--- config.mk ---
export PLATFORM = sky130hd
export DESIGN_NAME = tfr_framer
export DESIGN_NICKNAME = d
export VERILOG_FILES = /design/src/rtl/tfr_pkg.sv /design/src/rtl/tfr_framer.sv /design/src/rtl/tfr_touch_mem.sv
export SDC_FILE = /design/constraint.sdc
export NUM_CORES = 2
export LEC_CHECK = 0
export BUFFER_PORTS_ARGS = -buffer_cell sky130_fd_sc_hd__buf_2
export CAP_MARGIN = 15
export CORE_MARGIN = 10
export CORE_UTILIZATION = 55
export CTS_CLUSTER_DIAMETER = 80
export CTS_CLUSTER_SIZE = 10
export DETAILED_ROUTE_END_ITERATION = 12
export PLACE_DENSITY_LB_ADDON = 0.1
export SETUP_SLACK_MARGIN = 0.1
export SLEW_MARGIN = 20
export SYNTH_ARGS = -nofsm -noshare
export SYNTH_HDL_FRONTEND = slang
export SYNTH_SLANG_ARGS = --single-unit
--- constraint.sdc ---
create_clock -name aclk -period 8.5 [get_ports aclk]
set_clock_uncertainty 0.05 [all_clocks]
set_input_delay 0.425 -clock aclk [delete_from_list [all_inputs] [get_ports aclk]]
set_output_delay 0.425 -clock aclk [all_outputs]
set_load 0.05 [all_outputs]
--- src/rtl/tfr_pkg.sv ---
/*
  Constants, report layout and register map for the touch report framer.
  Assumes a single 10 MHz clock domain and an AXI4-Lite master with 32-bit data.
*/
package tfr_pkg;
  localparam int unsigned CLK_HZ      = 10_000_000;
  localparam int unsigned TICK_HZ     = 10_000;
  localparam int unsigned TICK_CYCLES = CLK_HZ / TICK_HZ;
  localparam int unsigned TICK_CNT_W  = 10;

  // report identifiers, values arbitrary
  localparam logic [7:0] TOUCH_REPORT_IDENTIFIER = 8'h01;
  localparam logic [7:0] MAXT_REPORT_IDENTIFIER  = 8'h02;

  localparam int unsigned MAX_TOUCHES = 16;
  localparam int unsigned TIDX_W      = 4;
  localparam int unsigned CNT_W       = 5;

  // byte positions inside an 18-byte packet
  localparam logic [4:0] B_RPTID  = 5'h00;
  localparam logic [4:0] B_STATUS = 5'h01;
  localparam logic [4:0] B_TID    = 5'h02;
  localparam logic [4:0] B_XL     = 5'h03;
  localparam logic [4:0] B_XH     = 5'h04;
  localparam logic [4:0] B_CXL    = 5'h05;
  localparam logic [4:0] B_CXH    = 5'h06;
  localparam logic [4:0] B_YL     = 5'h07;
  localparam logic [4:0] B_YH     = 5'h08;
  localparam logic [4:0] B_CYL    = 5'h09;
  localparam logic [4:0] B_CYH    = 5'h0a;
  localparam logic [4:0] B_WID    = 5'h0b;
  localparam logic [4:0] B_HGT    = 5'h0d;
  localparam logic [4:0] B_TSL    = 5'h0f;
  localparam logic [4:0] B_TSH    = 5'h10;
  localparam logic [4:0] B_CNT    = 5'h11;
  localparam logic [4:0] B_MAXT   = 5'h01;

  // touch table entry layout
  localparam int unsigned ENT_W     = 72;
  localparam int unsigned ENT_ID    = 0;
  localparam int unsigned ENT_X     = 8;
  localparam int unsigned ENT_Y     = 20;
  localparam int unsigned ENT_CX    = 32;
  localparam int unsigned ENT_CY    = 44;
  localparam int unsigned ENT_WIDTH = 56;
  localparam int unsigned ENT_HGT   = 64;

  // register map (byte addresses)
  localparam logic [7:0] REG_CTRL   = 8'h00;
  localparam logic [7:0] REG_CFG    = 8'h04;
  localparam logic [7:0] REG_STATUS = 8'h08;
  localparam logic [7:0] REG_SCAN   = 8'h0c;

  localparam int unsigned CTRL_GEOM_BIT = 0;
  localparam int unsigned ST_LOWP_BIT   = 8;
  localparam int unsigned ST_BUSY_BIT   = 9;
  localparam int unsigned ST_ATTN_BIT   = 10;

  localparam logic             GEOM_RST    = 1'b0;
  localparam logic [CNT_W-1:0] CFG_MAX_RST = 5'h10;

  localparam logic [1:0] AXI_OKAY   = 2'b00;
  localparam logic [1:0] AXI_SLVERR = 2'b10;

  typedef enum logic [1:0] {ST_IDLE, ST_LOAD, ST_SEND} tfr_state_t;
endpackage : tfr_pkg

--- src/rtl/tfr_framer.sv ---
/*
  Touch report framer: builds 18-byte touch and maximum-touches packets,
  keeps the touch limit, power state, scan timestamp and attention line.
  Assumes same-clock upstream touch logic and byte sink, AXI4-Lite master.
*/
`timescale 1ns/10ps
module tfr_framer (
  input  wire logic                       aclk,
  input  wire logic                       aresetn,
  input  wire logic [7:0]                 s_axi_awaddr,
  input  wire logic                       s_axi_awvalid,
  output logic                            s_axi_awready,
  input  wire logic [31:0]                s_axi_wdata,
  input  wire logic [3:0]                 s_axi_wstrb,
  input  wire logic                       s_axi_wvalid,
  output logic                            s_axi_wready,
  output logic      [1:0]                 s_axi_bresp,
  output logic                            s_axi_bvalid,
  input  wire logic                       s_axi_bready,
  input  wire logic [7:0]                 s_axi_araddr,
  input  wire logic                       s_axi_arvalid,
  output logic                            s_axi_arready,
  output logic      [31:0]                s_axi_rdata,
  output logic      [1:0]                 s_axi_rresp,
  output logic                            s_axi_rvalid,
  input  wire logic                       s_axi_rready,
  input  wire logic                       tch_wr_en,
  input  wire logic [tfr_pkg::TIDX_W-1:0] tch_wr_idx,
  input  wire logic [7:0]                 tch_wr_id,
  input  wire logic [11:0]                tch_wr_x,
  input  wire logic [11:0]                tch_wr_y,
  input  wire logic [11:0]                tch_wr_cx,
  input  wire logic [11:0]                tch_wr_cy,
  input  wire logic [7:0]                 tch_wr_width,
  input  wire logic [7:0]                 tch_wr_height,
  input  wire logic                       frame_start,
  input  wire logic [tfr_pkg::CNT_W-1:0]  frame_count,
  output logic                            frame_ready,
  input  wire logic                       maxrpt_rd_req,
  input  wire logic                       maxrpt_wr_valid,
  input  wire logic [7:0]                 maxrpt_wr_value,
  input  wire logic                       power_cmd_valid,
  input  wire logic                       power_cmd_sleep,
  input  wire logic                       object_protocol_message,
  output logic      [7:0]                 rpt_data,
  output logic                            rpt_valid,
  input  wire logic                       rpt_ready,
  output logic                            rpt_last,
  output logic                            host_attention_line_o,
  output logic                            host_attention_line_oe_n,
  output logic                            low_power
);
  import tfr_pkg::*;

  function automatic logic [CNT_W-1:0] min_cnt(input logic [CNT_W-1:0] a,
                                               input logic [CNT_W-1:0] b);
    min_cnt = (a < b) ? a : b;
  endfunction : min_cnt

  function automatic logic [7:0] touch_byte(input logic [4:0]       idx,
                                            input logic [ENT_W-1:0] ent,
                                            input logic             geom,
                                            input logic             nt,
                                            input logic             first,
                                            input logic [CNT_W-1:0] cnt,
                                            input logic [15:0]      ts);
    touch_byte = 8'h00;
    case (idx)
      B_RPTID:  touch_byte = TOUCH_REPORT_IDENTIFIER;
      B_STATUS: touch_byte = {7'h00, ~nt};
      B_TID:    touch_byte = ent[ENT_ID +: 8];
      B_XL:     touch_byte = ent[ENT_X +: 8];
      B_XH:     touch_byte = {4'h0, ent[ENT_X+8 +: 4]};
      B_CXL:    touch_byte = geom ? ent[ENT_CX +: 8] : 8'h00;
      B_CXH:    touch_byte = geom ? {4'h0, ent[ENT_CX+8 +: 4]} : 8'h00;
      B_YL:     touch_byte = ent[ENT_Y +: 8];
      B_YH:     touch_byte = {4'h0, ent[ENT_Y+8 +: 4]};
      B_CYL:    touch_byte = geom ? ent[ENT_CY +: 8] : 8'h00;
      B_CYH:    touch_byte = geom ? {4'h0, ent[ENT_CY+8 +: 4]} : 8'h00;
      B_WID:    touch_byte = geom ? ent[ENT_WIDTH +: 8] : 8'h00;
      B_HGT:    touch_byte = geom ? ent[ENT_HGT +: 8] : 8'h00;
      B_TSL:    touch_byte = ts[7:0];
      B_TSH:    touch_byte = ts[15:8];
      B_CNT:    touch_byte = first ? {3'h0, cnt} : 8'h00;
      default:  touch_byte = 8'h00;
    endcase
  endfunction : touch_byte

  function automatic logic addr_known(input logic [7:0] a);
    addr_known = (a == REG_CTRL) || (a == REG_CFG) || (a == REG_STATUS) || (a == REG_SCAN);
  endfunction : addr_known

  tfr_state_t       state_reg;
  tfr_state_t       state_next;
  logic             geom_reg;
  logic [CNT_W-1:0] cfg_max_reg;
  logic [CNT_W-1:0] limit_reg;
  logic [TICK_CNT_W-1:0] tick_cnt_reg;
  logic [15:0]      scan_time_reg;
  logic [15:0]      grp_time_reg;
  logic [CNT_W-1:0] grp_n_reg;
  logic             no_touch_reg;
  logic             kind_max_reg;
  logic             maxrpt_pend_reg;
  logic [TIDX_W-1:0] touch_idx_reg;
  logic [4:0]       byte_idx_reg;
  logic [ENT_W-1:0] ent_rd;
  logic [ENT_W-1:0] ent_use;
  logic [CNT_W-1:0] pkt_total;
  logic             tick;
  logic             frame_fire;
  logic             start_max;
  logic             byte_taken;
  logic             pkt_end;
  logic             more_pkts;
  logic [7:0]       byte_val;
  logic             aw_full_reg;
  logic             w_full_reg;
  logic [7:0]       awaddr_reg;
  logic [31:0]      wdata_reg;
  logic [3:0]       wstrb_reg;
  logic             wr_fire;

  tfr_touch_mem u_mem (
    .aclk    (aclk),
    .wr_en   (tch_wr_en),
    .wr_idx  (tch_wr_idx),
    .wr_data ({tch_wr_height, tch_wr_width, tch_wr_cy, tch_wr_cx, tch_wr_y, tch_wr_x, tch_wr_id}),
    .rd_en   (state_reg == ST_LOAD),
    .rd_idx  (touch_idx_reg),
    .rd_data (ent_rd)
  );

  assign tick       = (tick_cnt_reg == TICK_CNT_W'(TICK_CYCLES - 1));
  assign frame_fire = frame_start && frame_ready;
  assign start_max  = (state_reg == ST_IDLE) && maxrpt_pend_reg;
  assign byte_taken = (state_reg == ST_SEND) && rpt_valid && rpt_ready;
  assign pkt_end    = byte_taken && (byte_idx_reg == B_CNT);
  assign pkt_total  = no_touch_reg ? CNT_W'(1) : grp_n_reg;
  assign more_pkts  = !kind_max_reg && (({1'b0, touch_idx_reg} + 5'h01) < pkt_total);
  assign ent_use    = no_touch_reg ? '0 : ent_rd;
  assign wr_fire    = aw_full_reg && w_full_reg && !s_axi_bvalid;

  always_comb begin
    if (kind_max_reg) begin
      byte_val = (byte_idx_reg == B_RPTID) ? MAXT_REPORT_IDENTIFIER :
                 (byte_idx_reg == B_MAXT) ? {3'h0, limit_reg} : 8'h00;
    end else begin
      byte_val = touch_byte(byte_idx_reg, ent_use, geom_reg, no_touch_reg,
                            touch_idx_reg == '0, grp_n_reg, grp_time_reg);
    end
  end

  always_comb begin
    state_next = state_reg;
    case (state_reg)
      ST_IDLE: begin
        if (start_max) begin
          state_next = ST_SEND;
        end else if (frame_fire) begin
          state_next = ST_LOAD;
        end
      end
      ST_LOAD: state_next = ST_SEND;
      ST_SEND: begin
        if (pkt_end) begin
          state_next = more_pkts ? ST_LOAD : ST_IDLE;
        end
      end
      default: state_next = ST_IDLE;
    endcase
  end

  // packet sequencing
  always_ff @(posedge aclk) begin
    if (!aresetn) begin
      state_reg     <= ST_IDLE;
      kind_max_reg  <= 1'b0;
      touch_idx_reg <= '0;
      byte_idx_reg  <= '0;
      grp_n_reg     <= '0;
      no_touch_reg  <= 1'b0;
      grp_time_reg  <= 16'h0000;
    end else begin
      state_reg <= state_next;
      if (start_max) begin
        kind_max_reg <= 1'b1;
        byte_idx_reg <= B_RPTID;
      end else if (state_reg == ST_IDLE && frame_fire) begin
        kind_max_reg  <= 1'b0;
        touch_idx_reg <= '0;
        byte_idx_reg  <= B_RPTID;
        grp_n_reg     <= min_cnt(frame_count, limit_reg);
        no_touch_reg  <= (min_cnt(frame_count, limit_reg) == '0);
        grp_time_reg  <= scan_time_reg;
      end else if (pkt_end) begin
        byte_idx_reg  <= B_RPTID;
        touch_idx_reg <= touch_idx_reg + TIDX_W'(1);
      end else if (byte_taken) begin
        byte_idx_reg <= byte_idx_reg + 5'h01;
      end
    end
  end

  // byte output: load one byte, wait for the sink to take it
  always_ff @(posedge aclk) begin
    if (!aresetn) begin
      rpt_valid <= 1'b0;
      rpt_data  <= 8'h00;
      rpt_last  <= 1'b0;
    end else if (state_reg == ST_SEND && !rpt_valid) begin
      rpt_valid <= 1'b1;
      rpt_data  <= byte_val;
      rpt_last  <= (byte_idx_reg == B_CNT);
    end else if (byte_taken) begin
      rpt_valid <= 1'b0;
      rpt_last  <= 1'b0;
    end
  end

  // pending maximum-touches read, request wins over the clear
  always_ff @(posedge aclk) begin
    if (!aresetn) begin
      maxrpt_pend_reg <= 1'b0;
    end else if (maxrpt_rd_req) begin
      maxrpt_pend_reg <= 1'b1;
    end else if (start_max) begin
      maxrpt_pend_reg <= 1'b0;
    end
  end

  // touch limit
  always_ff @(posedge aclk) begin
    if (!aresetn) begin
      limit_reg <= CFG_MAX_RST;
    end else if (maxrpt_wr_valid) begin
      limit_reg <= (maxrpt_wr_value > {3'h0, cfg_max_reg}) ? cfg_max_reg
                                                           : maxrpt_wr_value[CNT_W-1:0];
    end else if (limit_reg > cfg_max_reg) begin
      limit_reg <= cfg_max_reg;
    end
  end

  always_ff @(posedge aclk) begin
    if (!aresetn) begin
      low_power <= 1'b0;
    end else if (power_cmd_valid) begin
      low_power <= power_cmd_sleep;
    end
  end

  // frames accepted only while idle and awake
  always_ff @(posedge aclk) begin
    if (!aresetn) begin
      frame_ready <= 1'b0;
    end else begin
      frame_ready <= (state_next == ST_IDLE) && !(state_reg == ST_IDLE && frame_fire) &&
                     !maxrpt_rd_req && !maxrpt_pend_reg &&
                     !(power_cmd_valid ? power_cmd_sleep : low_power);
    end
  end

  // 10 kHz timestamp, frozen in low power
  always_ff @(posedge aclk) begin
    if (!aresetn) begin
      tick_cnt_reg  <= '0;
      scan_time_reg <= 16'h0000;
    end else begin
      tick_cnt_reg <= tick ? '0 : tick_cnt_reg + TICK_CNT_W'(1);
      if (tick && !low_power) begin
        scan_time_reg <= scan_time_reg + 16'h0001;
      end
    end
  end

  // open drain: pin value fixed low, enable low pulls the line
  always_ff @(posedge aclk) begin
    if (!aresetn) begin
      host_attention_line_o    <= 1'b0;
      host_attention_line_oe_n <= 1'b1;
    end else begin
      host_attention_line_o    <= 1'b0;
      host_attention_line_oe_n <= !((state_reg != ST_IDLE) || maxrpt_pend_reg ||
                                    object_protocol_message);
    end
  end

  // AXI4-Lite write side
  always_ff @(posedge aclk) begin
    if (!aresetn) begin
      s_axi_awready <= 1'b1;
      s_axi_wready  <= 1'b1;
      s_axi_bvalid  <= 1'b0;
      s_axi_bresp   <= AXI_OKAY;
      aw_full_reg   <= 1'b0;
      w_full_reg    <= 1'b0;
      awaddr_reg    <= 8'h00;
      wdata_reg     <= 32'h0000_0000;
      wstrb_reg     <= 4'h0;
    end else begin
      if (s_axi_awvalid && s_axi_awready) begin
        aw_full_reg   <= 1'b1;
        awaddr_reg    <= s_axi_awaddr;
        s_axi_awready <= 1'b0;
      end
      if (s_axi_wvalid && s_axi_wready) begin
        w_full_reg   <= 1'b1;
        wdata_reg    <= s_axi_wdata;
        wstrb_reg    <= s_axi_wstrb;
        s_axi_wready <= 1'b0;
      end
      if (wr_fire) begin
        aw_full_reg  <= 1'b0;
        w_full_reg   <= 1'b0;
        s_axi_bvalid <= 1'b1;
        s_axi_bresp  <= addr_known(awaddr_reg) ? AXI_OKAY : AXI_SLVERR;
      end
      if (s_axi_bvalid && s_axi_bready) begin
        s_axi_bvalid  <= 1'b0;
        s_axi_awready <= 1'b1;
        s_axi_wready  <= 1'b1;
      end
    end
  end

  always_ff @(posedge aclk) begin
    if (!aresetn) begin
      geom_reg    <= GEOM_RST;
      cfg_max_reg <= CFG_MAX_RST;
    end else if (wr_fire && wstrb_reg[0]) begin
      if (awaddr_reg == REG_CTRL) begin
        geom_reg <= wdata_reg[CTRL_GEOM_BIT];
      end
      if (awaddr_reg == REG_CFG) begin
        cfg_max_reg <= (wdata_reg[CNT_W-1:0] > CNT_W'(MAX_TOUCHES)) ? CNT_W'(MAX_TOUCHES)
                                                                   : wdata_reg[CNT_W-1:0];
      end
    end
  end

  // AXI4-Lite read side
  always_ff @(posedge aclk) begin
    if (!aresetn) begin
      s_axi_arready <= 1'b1;
      s_axi_rvalid  <= 1'b0;
      s_axi_rdata   <= 32'h0000_0000;
      s_axi_rresp   <= AXI_OKAY;
    end else if (s_axi_arvalid && s_axi_arready) begin
      s_axi_arready <= 1'b0;
      s_axi_rvalid  <= 1'b1;
      s_axi_rresp   <= addr_known(s_axi_araddr) ? AXI_OKAY : AXI_SLVERR;
      s_axi_rdata   <= 32'h0000_0000;
      case (s_axi_araddr)
        REG_CTRL:   s_axi_rdata[CTRL_GEOM_BIT] <= geom_reg;
        REG_CFG:    s_axi_rdata[CNT_W-1:0] <= cfg_max_reg;
        REG_STATUS: begin
          s_axi_rdata[CNT_W-1:0]    <= limit_reg;
          s_axi_rdata[ST_LOWP_BIT]  <= low_power;
          s_axi_rdata[ST_BUSY_BIT]  <= (state_reg != ST_IDLE);
          s_axi_rdata[ST_ATTN_BIT]  <= !host_attention_line_oe_n;
        end
        REG_SCAN:   s_axi_rdata[15:0] <= scan_time_reg;
        default:    s_axi_rdata <= 32'h0000_0000;
      endcase
    end else if (s_axi_rvalid && s_axi_rready) begin
      s_axi_rvalid  <= 1'b0;
      s_axi_arready <= 1'b1;
    end
  end

  property p_status;
    @(posedge aclk) disable iff (!aresetn)
    (rpt_valid && !kind_max_reg && byte_idx_reg == B_STATUS) |-> (rpt_data == {7'h00, ~no_touch_reg});
  endproperty
  a_status: assert property (p_status) else $error("status byte wrong");

  property p_high_bits;
    @(posedge aclk) disable iff (!aresetn)
    (rpt_valid && !kind_max_reg && (byte_idx_reg == B_XH || byte_idx_reg == B_YH))
      |-> (rpt_data[7:4] == 4'h0);
  endproperty
  a_high_bits: assert property (p_high_bits) else $error("coordinate high nibble set");

  property p_reserved;
    @(posedge aclk) disable iff (!aresetn)
    (rpt_valid && !kind_max_reg && !geom_reg && (byte_idx_reg == B_CXL || byte_idx_reg == B_CXH ||
      byte_idx_reg == B_CYL || byte_idx_reg == B_CYH || byte_idx_reg == B_WID ||
      byte_idx_reg == B_HGT)) |-> (rpt_data == 8'h00);
  endproperty
  a_reserved: assert property (p_reserved) else $error("reserved byte not zero");

  property p_count;
    @(posedge aclk) disable iff (!aresetn)
    (rpt_valid && !kind_max_reg && byte_idx_reg == B_CNT)
      |-> (rpt_data == ((touch_idx_reg == '0) ? {3'h0, grp_n_reg} : 8'h00));
  endproperty
  a_count: assert property (p_count) else $error("packet count byte wrong");

  property p_length;
    @(posedge aclk) disable iff (!aresetn)
    (rpt_valid && rpt_ready && rpt_last) |-> (byte_idx_reg == B_CNT) ##1 !rpt_valid;
  endproperty
  a_length: assert property (p_length) else $error("packet end not at byte 17");

  property p_limit;
    @(posedge aclk) disable iff (!aresetn)
    (limit_reg > cfg_max_reg) |=> (limit_reg <= $past(cfg_max_reg));
  endproperty
  a_limit: assert property (p_limit) else $error("limit above configured maximum");

  property p_attention;
    @(posedge aclk) disable iff (!aresetn)
    (state_reg != ST_IDLE) |=> !host_attention_line_oe_n;
  endproperty
  a_attention: assert property (p_attention) else $error("attention released while busy");

  property p_maxt;
    @(posedge aclk) disable iff (!aresetn)
    (rpt_valid && kind_max_reg && byte_idx_reg == B_MAXT) |-> (rpt_data == {3'h0, limit_reg});
  endproperty
  a_maxt: assert property (p_maxt) else $error("maximum touches byte wrong");

  property p_power;
    @(posedge aclk) disable iff (!aresetn)
    (power_cmd_valid && power_cmd_sleep) |=> low_power && !frame_ready ##1 !frame_ready;
  endproperty
  a_power: assert property (p_power) else $error("sleep command not honoured");

  property p_tick;
    @(posedge aclk) disable iff (!aresetn)
    (tick && !low_power) |=> (scan_time_reg == $past(scan_time_reg) + 16'h0001);
  endproperty
  a_tick: assert property (p_tick) else $error("timestamp did not advance");
endmodule : tfr_framer

--- src/rtl/tfr_touch_mem.sv ---
/*
  Touch table: one entry per touch slot, registered read data.
  Assumes writer and reader share the framer clock.
*/
`timescale 1ns/10ps
module tfr_touch_mem (
  input  wire logic                       aclk,
  input  wire logic                       wr_en,
  input  wire logic [tfr_pkg::TIDX_W-1:0] wr_idx,
  input  wire logic [tfr_pkg::ENT_W-1:0]  wr_data,
  input  wire logic                       rd_en,
  input  wire logic [tfr_pkg::TIDX_W-1:0] rd_idx,
  output logic      [tfr_pkg::ENT_W-1:0]  rd_data
);
  import tfr_pkg::*;

  logic [ENT_W-1:0] mem [MAX_TOUCHES];

  always_ff @(posedge aclk) begin
    if (wr_en) begin
      mem[wr_idx] <= wr_data;
    end
  end

  always_ff @(posedge aclk) begin
    if (rd_en) begin
      rd_data <= mem[rd_idx];
    end
  end
endmodule : tfr_touch_mem

==> key figures <==
STA
  – # setup viols final: 0
  – F_max: 271 MHz
  – Post-route minimum period: 3.70 ns
  – Period Utilization, post-route: 43.5%
  – Fin. Hold Viols: 0
  – Worst Max-Slew Pin Slew: 1.12 ns
  – Slew Limit Fails: 0
  – Fin Setup TNS: 0 ns
  – RSZ-0062 raised after global routing: false
  – Slew margin rel.: 25.4%

GRT
  – Largest net degree at the start of global routing: 133
  – Initial antenna violation count: 6
  – Gr usage total: 22.8%
  – Vias in the first global route: 27043
  – First-pass GRT wire length: 180000 um
  – Remaining global-route overflow: 0

Route
  – DRC: 0
  – Drt wl/cell: 29.1 um
  – Vias/cell: 6.27
  – Iter 0 DRT Violations: 2596
  – Vias post-DR: 26170
  – Post-detailed-route count of antenna-violating nets: 0
  – WL final: 121000 um
  – DRT Pass-1 Iters: 8

Synthesis
  – Seq/Total Area, Yosys: 75.4%
  – Largest cells by area after synthesis: edfxtp_1, mux4_2, dfxtp_1
  – Post-synth EDFFs: 1224
  – Flip-flop and latch count after synthesis: 1348
  – Dominant synthesized flop cell: edfxtp_1
  – Synthesized area: 52000 um^2
  – Synth Instances: 2508
  – Ys Warns: 0
  – Netlist cell types: 74
  – Async SR Flop Fraction: 0%
  – Post-Syn Area per Cell: 20.7 um^2
  – Post-synth top area share: 70.6%
  – Synth area leader: edfxtp_1

Critical path
  – Critical path data required time: 8.93 ns
  – Critical Path Sink Type: register
  – WP data arrival: 4.12 ns
  – Crit path max fanout: 42
  – Crit path kind: register to register
  – Critical path startpoint category: register

Placed design
  – PortBufs: 161
  – Final HPWL DP: 64500 um
  – Routability congestion estimate: 0.830

Min path
  – Type of the tightest min-delay check: primary input to register

Clocking
  – Root Buffer: clkbuf_16
  – Postcts setup bufs: 0
  – Worst-skew pair later-pin latency: 0.76 ns
  – Hold_buf cts: 126
  – Post-cts repair resize count: 0
  – CTS tree: yes
  – Total CTS buffers: 153
  – Clock slew at reported path FFs: 0.06 ns
  – CTS Buffer Depth: 3
  – Clk sinks: 1348
  – CTS H-tree lvls: 4

Final layout
  – Reg with most FFs: u_mem.mem
  – Util after Layout: 63.9%
  – Layout area overhead: 15.0%
  – Top flop regs: u_mem.mem (1152), u_mem.rd_data (72)
  – Final nets: 3052
  – Share of cells above drive strength 1: 27.1%
  – Largest register FFs: 1152

Die
  – DIE WIDTH: 328 um
  – Die Area: 107000 um^2
  – Row cnt: 112
  – Boundary Pins: 211
  – Starting density of the core: 55.6%
  – Die height: 328 um
  – Core ar.: 93600 um^2

Pwr
  – PwrDens: 226 nW/um^2
  – Pleak: 18.7 nW
  – Peak supply drop: 0.000180 V

Outcome
  – Outcome: finished, final reports clean

Flow run
  – Max_cap viols: 0
Yosys cell counts (all sizes together), types with 5 or more instances:
library cell and number:
xnor2 14, edfxtp 1224, a311oi 5, mux4 361, nand4 12, o31ai 6, or3b 9, clkbuf 83
nand3 45, a21oi 66, nand3b 9, buf 69, inv 25, a32oi 6, nor2 79, o22ai 5
ha 27, xor2 12, nor2b 8, a31oi 6, mux2i 14, a222oi 6, a211oi 6, a22oi 27
nor4 14, dfxtp 124, nand2 97, nor3 19, o21ai 32, a221oi 11, and3 13, nand2b 13
per-stage QoR:
stage	power (W)	setup slack, ns	std cells	hold slack [ns]	instance area (um^2)
6_report	0.0135	4.80	4175	0.0624	59800
5_1_grt	0.0140	4.47	4175	0.0604	59800
4_1_cts	0.0137	4.69	4173	0.000774	59800
3_5_place_dp	0.00791	4.69	3841	0.393	54300
3_3_place_gp	0.00788	4.72	3841	0.371	54300
2_1_floorplan	0.00773	2.03	2526	0.363	52100
layout make-up:
class,instances,area [um^2]
clock buffers,191,4010
repair buffers,340,2500
fillers,6327,33800
multi-input cells,1001,12200
clock inverters,15,213
inverters,25,93.8
well taps,1254,1570
diodes,1,2.50
flip-flops and latches,1348,39300
cell families after synthesis:
group / synth area share (%)
and+or+nand+nor: 3.47
muxes: 15.9
xor gates and xnor gates: 0.438
other: 0.00721
DFF: 75.4
AOI/OAI and AO/OA: 2.56
buffers and inverters: 1.52
adders and majority gates: 0.649
power by group:
part           leakage (nW)  internal (W)  switching [W]
Clock                  2.05       0.00329        0.00243
Combinational          4.55      0.000143       0.000267
Sequential             12.1       0.00736      0.0000509
Total                  18.7        0.0108        0.00275
per-layer routing:
| layer | part of all wire (%) | wire length (um) | vias to the layer above | global-route usage, % |
|---|---|---|---|---|
| met5 | 0.041 | 50 | - | 0 |
| met2 | 50 | 60900 | 1042 | 37.3 |
| met4 | 2.3 | 2800 | 8 | 6.96 |
| met3 | 7.3 | 8820 | 192 | 4.85 |
| met1 | 40 | 48800 | 13847 | 30.7 |
| li1 | - | - | 11081 | - |
cell usage in the layout, fill, tap and decap left out, types with 5 or more instances in the layout:
cell type | synthesis | layout
nand4_1 | 11 | 11
nand2_1 | 97 | 97
o21ai_0 | 31 | 31
xnor2_1 | 14 | 14
a211oi_1 | 6 | 6
or3b_2 | 9 | 9
nor2_1 | 79 | 67
nand2b_1 | 13 | 13
clkbuf_16 | 0 | 155
nand3_1 | 45 | 45
o31ai_1 | 6 | 6
buf_2 | 40 | 161
conb_1 | 1 | 19
clkinv_8 | 0 | 7
and3_1 | 12 | 12
xor2_1 | 12 | 12
nor2_4 | 0 | 12
edfxtp_1 | 1224 | 1224
a22oi_1 | 27 | 27
mux4_2 | 361 | 361
clkbuf_1 | 83 | 36
a31oi_1 | 6 | 6
inv_1 | 24 | 24
o22ai_1 | 5 | 5
nor2b_1 | 8 | 7
buf_4 | 19 | 50
mux2i_1 | 14 | 14
ha_1 | 27 | 27
a21oi_1 | 66 | 66
nor3_1 | 19 | 15
a311oi_1 | 5 | 5
dfxtp_1 | 124 | 120
nor4_1 | 12 | 12
nand3b_1 | 9 | 9
a221oi_1 | 11 | 11
dlygate4sd3_1 | 0 | 126
a222oi_1 | 6 | 6
a32oi_1 | 6 | 6
inv_6 | 0 | 5
worst max-delay path, cell delays in order, from the launching register on:
cell and delay (ns):
dfxtp_4 0.77, buf_4 0.65, buf_4 0.80, mux4_2 0.61
mux4_2 0.47
worst paths after layout:
kind | start | end | slack, ns | cells past startpoint
max | touch_idx_reg[0] | u_mem.rd_data[28] | 4.80 | 4
min | maxrpt_wr_valid | limit_reg[4] | 0.06 | 3
max reg2reg | touch_idx_reg[0] | u_mem.rd_data[28] | 4.80 | 4
min reg2reg | tick_cnt_reg[0] | tick_cnt_reg[0] | 0.40 | 1
(Power assumes the default switching activity.)
